### src/capability_map.svh
// Constants for the core capability configuration register.
// Assumes inclusion by the package and the register modules only.
//
// Behaviour
// - Bit 31 always reads one.
// - Unimplemented positions always read zero.
// - Priority width field reads binary 01.
// - Compact encoding revision reads 000.
// - Bit 17 reports microcontroller extension present.
// - Bit 16 writable, selects exception code set.
// - Availability reads 11 compact, 10 full.
// - Boot config bit loads select and availability.
// - Bits 13 and 12 read one.
// - Bits 11 and 10 read one.
// - Bit 8 reads one, flow trace.
// - Bits 6 and 5 read one.
// - Bit 3 one, bit 0 zero.
`ifndef CAPABILITY_MAP_SVH
`define CAPABILITY_MAP_SVH

// ***********************************
// Register selector and field layout
// ***********************************
`define CAP_REG_NUM            5'd16
`define CAP_REG_SEL            3'd3
`define CAP_CHAIN_BIT          31
`define CAP_PRIO_WIDTH_LSB     21
`define CAP_PRIO_WIDTH_VAL     2'b01
`define CAP_REV_LSB            18
`define CAP_REV_VAL            3'b000
`define CAP_CTRL_EXT_BIT       17
`define CAP_EXC_SEL_BIT        16
`define CAP_AVAIL_LSB          14
`define CAP_AVAIL_COMPACT      2'b11
`define CAP_AVAIL_FULL         2'b10
`define CAP_ULR_BIT            13
`define CAP_PAGE_INH_BIT       12
`define CAP_SIG_REV2_BIT       11
`define CAP_SIG_BIT            10
`define CAP_FLOW_TRACE_BIT     8
`define CAP_EXT_VEC_BIT        6
`define CAP_VEC_IRQ_BIT        5
`define CAP_SMALL_PAGE_BIT     4
`define CAP_DEV_MAP_BIT        3
`define CAP_TRACE_LOGIC_BIT    0
`define BOOT_CODE_SET_BIT      6
`define CAP_EXC_SEL_RESET      1'b0

`endif

### src/capability_pkg.sv
// Types shared by the capability register modules.
// Assumes the map header sits in the same folder.
`default_nettype none
`include "capability_map.svh"

package capability_pkg;
    typedef logic [31:0] word_t;
    typedef enum logic {
        CODE_SET_FULL,
        CODE_SET_COMPACT
    } code_set_t;
endpackage : capability_pkg

`default_nettype wire

### src/cap_strap_if.sv
// Carrier for the boot strap capture between top and strap latch.
// Assumes one clock domain.
`timescale 1ns/1ps
`default_nettype none

interface cap_strap_if;
    logic loaded;   // Strap captured since reset
    logic compact;  // Captured boot code set
    modport latch (output loaded, output compact);
    modport user  (input loaded, input compact);
endinterface : cap_strap_if

`default_nettype wire

### src/cap_strap_latch.sv
// Captures the boot code-set strap once after reset release.
// Assumes boot_config_word_zero is stable around reset release.
`timescale 1ns/1ps
`default_nettype none

`include "capability_map.svh"

module cap_strap_latch
    import capability_pkg::*;
#(
    parameter int unsigned CFG_W = 32
) (
    input  wire logic             ref_clk_i,
    input  wire logic             rst_n_i,
    input  wire logic [CFG_W-1:0] boot_config_word_zero_i,
    cap_strap_if.latch            strap
);
    // ***********************************
    // Strap capture
    // ***********************************
    // Reset loads constants only; the strap is sampled on the first edge after release
    always_ff @(posedge ref_clk_i or negedge rst_n_i) begin
        if (!rst_n_i) begin
            strap.loaded  <= 1'b0;
            strap.compact <= 1'b0;
        end else if (!strap.loaded) begin
            strap.loaded  <= 1'b1;
            strap.compact <= boot_config_word_zero_i[`BOOT_CODE_SET_BIT];
        end
    end
endmodule : cap_strap_latch

`default_nettype wire

### src/core_capability_config.sv
// Core capability configuration register, reached by coprocessor moves.
// Assumes a one-cycle move strobe with register number and select.
// Assumes the boot configuration word is settled before reset release.
// Every output comes from a flip-flop; read data is zero outside a hit.
`timescale 1ns/1ps
`default_nettype none

`include "capability_map.svh"

module core_capability_config
    import capability_pkg::*;
(
    input  wire logic        ref_clk_i,
    input  wire logic        rst_n_i,
    input  wire logic [31:0] boot_config_word_zero_i,
    input  wire logic        move_to_i,
    input  wire logic        move_from_i,
    input  wire logic [4:0]  reg_num_i,
    input  wire logic [2:0]  reg_sel_i,
    input  wire logic [31:0] move_data_i,
    output logic      [31:0] read_data_o,
    output logic             read_valid_o,
    output logic             exception_entry_code_select_o,
    output logic             config_loaded_o
);
    // ***********************************
    // Strap capture
    // ***********************************
    // The boot code set is latched once per reset by the small module below
    cap_strap_if strap ();

    cap_strap_latch #(
        .CFG_W (32)
    ) u_strap (
        .ref_clk_i               (ref_clk_i),
        .rst_n_i                 (rst_n_i),
        .boot_config_word_zero_i (boot_config_word_zero_i),
        .strap                   (strap)
    );

    // ***********************************
    // Decode
    // ***********************************
    // Register selection; both the number and the select must match
    logic num_hit;
    logic sel_hit;
    logic hit;
    logic write_sel;
    logic read_sel;
    logic strap_now;
    assign num_hit   = (reg_num_i == `CAP_REG_NUM);
    assign sel_hit   = (reg_sel_i == `CAP_REG_SEL);
    assign hit       = num_hit && sel_hit;
    // A write before the strap is captured is dropped, so boot always sets the mode first
    assign write_sel = move_to_i && hit && strap.loaded;
    assign read_sel  = move_from_i && hit;
    // One-cycle pulse on the edge after capture; config_loaded_o marks it as done
    assign strap_now = strap.loaded && !config_loaded_o;

    // ***********************************
    // Writable state
    // ***********************************
    logic      exc_sel;
    logic      next_exc_sel;
    code_set_t avail_mode;
    code_set_t next_avail_mode;
    code_set_t strap_mode;

    // Availability follows the strap only; software writes never reach it
    assign strap_mode      = strap.compact ? CODE_SET_COMPACT : CODE_SET_FULL;
    assign next_avail_mode = strap_now ? strap_mode : avail_mode;

    // Strap load wins once; later only the select bit takes writes
    assign next_exc_sel = strap_now ? strap.compact
                        : write_sel ? move_data_i[`CAP_EXC_SEL_BIT]
                        : exc_sel;

    // Select bit; its reset value only shows until the strap lands
    always_ff @(posedge ref_clk_i or negedge rst_n_i) begin
        if (!rst_n_i) begin
            exc_sel <= `CAP_EXC_SEL_RESET;
        end else begin
            exc_sel <= next_exc_sel;
        end
    end

    // Availability mode; full set until the strap says otherwise
    always_ff @(posedge ref_clk_i or negedge rst_n_i) begin
        if (!rst_n_i) begin
            avail_mode <= CODE_SET_FULL;
        end else begin
            avail_mode <= next_avail_mode;
        end
    end

    // ***********************************
    // Reported capability fields
    // ***********************************
    // Every option is a named wire, so changing what the core reports is a one-line edit
    logic       chain_bit;
    logic [1:0] priority_width_field;
    logic [2:0] compact_encoding_revision;

    // Presence flags, one bit each, plus the two-bit code set availability field
    logic       ctrl_ext_present;
    logic [1:0] code_set_availability;
    logic       user_local_reg_present;
    logic       page_inhibit_controls_present;
    logic       signal_ext_rev2_present;
    logic       signal_ext_present;
    logic       flow_trace_present;
    logic       external_vector_ctrl_support;
    logic       vectored_irq_support;
    logic       small_page_flag;
    logic       device_memory_map_present;
    logic       trace_logic_flag;

    // A further configuration register always follows in the chain
    assign chain_bit = 1'b1;

    // Priority fields are eight bits wide; first compact encoding release
    assign priority_width_field      = `CAP_PRIO_WIDTH_VAL;
    assign compact_encoding_revision = `CAP_REV_VAL;

    // Code set options; availability is frozen at the strap, unlike the select bit
    assign ctrl_ext_present      = 1'b1;
    assign code_set_availability = (avail_mode == CODE_SET_COMPACT) ? `CAP_AVAIL_COMPACT
                                                                    : `CAP_AVAIL_FULL;

    // Extensions built into the core
    assign user_local_reg_present        = 1'b1;
    assign page_inhibit_controls_present = 1'b1;
    assign signal_ext_rev2_present       = 1'b1;
    assign signal_ext_present            = 1'b1;
    assign flow_trace_present            = 1'b1;

    // Interrupt and memory options; small pages and trace logic are absent
    assign external_vector_ctrl_support = 1'b1;
    assign vectored_irq_support         = 1'b1;
    assign small_page_flag              = 1'b0;
    assign device_memory_map_present    = 1'b1;
    assign trace_logic_flag             = 1'b0;

    // ***********************************
    // Read value
    // ***********************************
    // Place each field at its position; every other position stays zero
    word_t cap_word;
    always_comb begin
        cap_word                           = '0;
        cap_word[`CAP_CHAIN_BIT]           = chain_bit;
        cap_word[`CAP_PRIO_WIDTH_LSB +: 2] = priority_width_field;
        cap_word[`CAP_REV_LSB +: 3]        = compact_encoding_revision;
        cap_word[`CAP_CTRL_EXT_BIT]        = ctrl_ext_present;
        cap_word[`CAP_EXC_SEL_BIT]         = exc_sel;
        cap_word[`CAP_AVAIL_LSB +: 2]      = code_set_availability;
        cap_word[`CAP_ULR_BIT]             = user_local_reg_present;
        cap_word[`CAP_PAGE_INH_BIT]        = page_inhibit_controls_present;
        cap_word[`CAP_SIG_REV2_BIT]        = signal_ext_rev2_present;
        cap_word[`CAP_SIG_BIT]             = signal_ext_present;
        cap_word[`CAP_FLOW_TRACE_BIT]      = flow_trace_present;
        cap_word[`CAP_EXT_VEC_BIT]         = external_vector_ctrl_support;
        cap_word[`CAP_VEC_IRQ_BIT]         = vectored_irq_support;
        cap_word[`CAP_SMALL_PAGE_BIT]      = small_page_flag;
        cap_word[`CAP_DEV_MAP_BIT]         = device_memory_map_present;
        cap_word[`CAP_TRACE_LOGIC_BIT]     = trace_logic_flag;
    end

    // ***********************************
    // Read answer
    // ***********************************
    // A miss returns zero so a stale word never leaks to another register's read
    word_t next_read_data;
    logic  next_read_valid;
    assign next_read_data  = read_sel ? cap_word : '0;
    // Valid pulses once per taken read; a write alone never answers
    assign next_read_valid = read_sel;

    // ***********************************
    // Output registers
    // ***********************************
    // Read data stands for exactly one cycle after the taking edge
    always_ff @(posedge ref_clk_i or negedge rst_n_i) begin
        if (!rst_n_i) begin
            read_data_o <= '0;
        end else begin
            read_data_o <= next_read_data;
        end
    end

    // Valid pulse pairs with the data above
    always_ff @(posedge ref_clk_i or negedge rst_n_i) begin
        if (!rst_n_i) begin
            read_valid_o <= 1'b0;
        end else begin
            read_valid_o <= next_read_valid;
        end
    end

    // Select output mirrors the bit as it reads after this edge
    always_ff @(posedge ref_clk_i or negedge rst_n_i) begin
        if (!rst_n_i) begin
            exception_entry_code_select_o <= 1'b0;
        end else begin
            exception_entry_code_select_o <= next_exc_sel;
        end
    end

    // Loaded lags the strap capture by one edge, matching the field load
    always_ff @(posedge ref_clk_i or negedge rst_n_i) begin
        if (!rst_n_i) begin
            config_loaded_o <= 1'b0;
        end else begin
            config_loaded_o <= strap.loaded;
        end
    end
endmodule : core_capability_config

`default_nettype wire

### config.mk
export PLATFORM = sky130hd
export DESIGN_NAME = core_capability_config
export DESIGN_NICKNAME = d
export VERILOG_FILES = /design/src/capability_pkg.sv /design/src/cap_strap_if.sv /design/src/cap_strap_latch.sv /design/src/core_capability_config.sv
export VERILOG_INCLUDE_DIRS = /design/src
export SDC_FILE = /design/constraint.sdc
export NUM_CORES = 1
export LEC_CHECK = 0
export BUFFER_PORTS_ARGS = -buffer_cell sky130_fd_sc_hd__clkbuf_2
export CAP_MARGIN = 20
export CORE_MARGIN = 4
export CORE_UTILIZATION = 26
export DETAILED_ROUTE_END_ITERATION = 12
export PLACE_DENSITY = 0.84
export SETUP_SLACK_MARGIN = 0.5
export SYNTH_ARGS = -nofsm -noshare
export SYNTH_HDL_FRONTEND = slang
export SYNTH_SLANG_ARGS = --single-unit
### constraint.sdc
create_clock -name ref_clk_i -period 2.2 [get_ports ref_clk_i]
set_input_delay 0.11 -clock ref_clk_i [delete_from_list [all_inputs] [get_ports ref_clk_i]]
set_output_delay 0.11 -clock ref_clk_i [all_outputs]
set_load 0.02 [all_outputs]
==> key figures <==
Run status
  • Status: completed

Cells and area
  • Area Growth Syn to Fin: 10.0%
  • Fillers: 209
  • Register area: 200 um2
  • Final instance area: 603 um2
  • Ant diodes: 0
  • Layout Cells excl Fill: 103
  • Area taken by multi-input logic gates: 183 um2
  • Commonest non-fill, non-tap cell in the layout: clkbuf_2
  • Fin util: 30.4%
  • Leading cell types in the layout, fill and taps excluded: 30 x clkbuf_2, 19 x conb_1, 8 x dfrtp_1, 3 x clkbuf_4
  • Share of layout cells above drive strength 1: 48.7%
  • # nets final: 154

GRT
  • GR Overflow Total: 0
  • Global Route Usage Sum: 5.88%
  • Largest net degree at the start of global routing: 14
  • Initial antenna violation count: 0
  • First-pass GRT wire length: 1.19 mm
  • Vias in the first global route: 303

Critical path
  • CP Depth: 1
  • Worst Path Buf+Inv: 1
  • CP max-delay cell: dfrtp_1
  • Worst setup SP type: flop
  • Crit path from: read_data_o[21]$_DFF_PN0_
  • CP Capture Type: primary output
  • CP peak stage delay: 0.52 ns
  • CP Class: flop to primary output
  • R2r setup slk: 1.18 ns
  • Worst R2R End: avail_mode$_DFFE_PN0P_
  • Arrival time at the worst endpoint: 1.00 ns
  • CP delay by family, top: flip-flops
  • Crit path cell chain: clkbuf_2
  • Required @ worst endpoint: 2.09 ns
  • Worst r2r path cells: 2
  • Worst setup path endpoint: read_data_o[21]
  • Crit-path max FO: 13
  • Worst r2r src: u_strap.strap.loaded$_DFF_PN0_

Placed design
  • Placement-stage cell area: 571 um2
  • Placed cells: 99
  • Detailed placement HPWL: 738 um
  • IO Port Bufs: 30
  • Routability-driven placement congestion ratio: 0.732

Pwr
  • P_int: 0.243 mW
  • Clock share of power: 31.0%
  • Pwr Density: 567 mW/mm2
  • Leakage power: 0.360 nW
  • Combinational Power Share: 20.4%
  • Net Sw Power: 0.0990 mW
  • Sequential power share: 48.6%
  • Net Sw Frac: 28.9%
  • Worst vdd ir: 0.000288 V

Routing
  • Routed WL: 794 um
  • Via count: 370
  • Vias/cell: 3.59
  • Post-DR wirelength/cell: 7.71 um
  • First-pass DRT Iterations: 3
  • Metal3 WL: 220 um
  • Top Metal Used: met3
  • Final ANT Viol Nets: 0
  • Metal-1 WL: 302 um
  • DR DRC count: 0
  • Routed wl met2: 270 um
  • Initial drt markers: 2

Clocking
  • CTS clk-pin slew, worst paths: 0.05 ns
  • Max Root-Sink Buffers: 2
  • Clock Sinks: 8
  • Clock latency on the worst-skew pair: 0.25 ns
  • Root Driver: clkbuf_4
  • Post-CTS Setup Bufs: 0
  • # H-tree levels: 1
  • CTS buffer count: 3
  • CTS tree: built

Job
  • Max cap viols: 0

Synth
  • Avg Cell Area, Syn: 9.96 um2
  • Synthesized flop and latch total: 8
  • Largest cells by area after synthesis: buf_4 41%, dfrtp_1 37%, mux2_2 4.1%
  • Synth top area share: 41.1%
  • Cell variety after synth: 15
  • Sequential area share after synthesis: 36.5%
  • Post-synthesis instance total: 55
  • Ys Warns: 0
  • Dominant cell type by area after synthesis: buf_4
  • Mapped cell area: 548 um2

STA
  • Tmin final: 1.11 ns
  • Fin crit share: 50.3%
  • RSZ-0062 raised after global routing: false
  • Final Skew: 0.00286 ns
  • Hold Violations, Final: 0
  • FMAX: 904 MHz
  • Setup_tns: 0 ns
  • Endpoints failing setup: 0
  • Max-slew violation count: 0

Floorplan
  • Io pins: 111
  • Chip height: 53.9 um
  • DIE WIDTH: 53.9 um
  • Core area: 0.00198 mm2
  • Die area: 0.00291 mm2
  • Initial Utilization: 27.7%
  • Core Rows: 16

Hold path
  • HP Class: input pin to flop
timing repair:
action	CTS	global route
hold buffers	1	0
hold endpoints to repair	8	0
resized for setup	0	0
sequential cells by signal, indices dropped and copies added, names as in the netlist:
signal and cells:
read_data_o 3, config_loaded_o 1, avail_mode 1, u_strap.strap.compact 1, exception_entry_code_select_o 1, u_strap.strap.loaded 1
synthesized netlist by cell type:
| library cell | instances |
|---|---|
| nor2_1 | 1 |
| buf_4 | 30 |
| conb_1 | 2 |
| nand4b_1 | 1 |
| nand2_1 | 1 |
| or4_4 | 1 |
| mux2_2 | 2 |
| dfrtp_1 | 8 |
| nand2b_1 | 1 |
| inv_1 | 1 |
| o22ai_1 | 1 |
| nor3_2 | 1 |
| and2_1 | 1 |
| mux2i_1 | 2 |
| and3_1 | 2 |
power groups by stage:
stage	Sequential (mW)	Combinational [mW]	Clock [mW]
after floorplan	0.173	0.0667	0
after global placement	0.168	0.0667	0
after detailed placement	0.169	0.0679	0
after CTS	0.166	0.0694	0.111
after global routing	0.168	0.0781	0.121
final	0.166	0.0696	0.106
layout make-up:
class	instances	area share, %
multi-input cells	33	30.3
well taps	27	5.60
clock buffers	3	3.73
inverters	1	0.622
repair buffers	31	26.6
flip-flops and latches	8	33.2
stage by stage:
stage	setup slack, ns	hold slack, ns	total power, mW
after floorplan	1.11	-0.186	0.239
after global placement	0.998	-0.0444	0.235
after detailed placement	0.992	-0.0349	0.237
after CTS	1.06	0.0861	0.347
after global routing	1.00	0.0983	0.367
final	1.09	0.0908	0.342
worst min-delay path by stage:
| stage | startpoint | end | slack (ns) | cells past startpoint |
|---|---|---|---|---|
| floorplan | rst_n_i | avail_mode$_DFFE_PN0P_ | -0.19 | 0 |
| global placement | rst_n_i | u_strap.strap.loaded$_DFF_PN0_ | -0.04 | 1 |
| detailed placement | rst_n_i | config_loaded_o$_DFF_PN0_ | -0.03 | 1 |
| CTS | boot_config_word_zero_i[6] | u_strap.strap.compact$_DFFE_PN0N_ | 0.09 | 2 |
| global route | boot_config_word_zero_i[6] | u_strap.strap.compact$_DFFE_PN0N_ | 0.1 | 2 |
| finish | boot_config_word_zero_i[6] | u_strap.strap.compact$_DFFE_PN0N_ | 0.09 | 2 |
logic make-up after synthesis:
logic type | after synthesis | share of synthesized area (%)
multiplexers | 4 | 7.76
buffers and inverters | 31 | 41.8
AO/OA/AOI/OAI | 1 | 1.14
flip-flops | 8 | 36.5
other | 2 | 1.37
AND/OR/NAND/NOR | 9 | 11.4
routing by layer:
layer	global-route usage, %	vias up
met5	0	-
met4	2.55	0
met3	3.60	0
met2	8.27	45
met1	7.07	156
li1	-	169
Note: power is estimated with default switching activity, not from simulation.
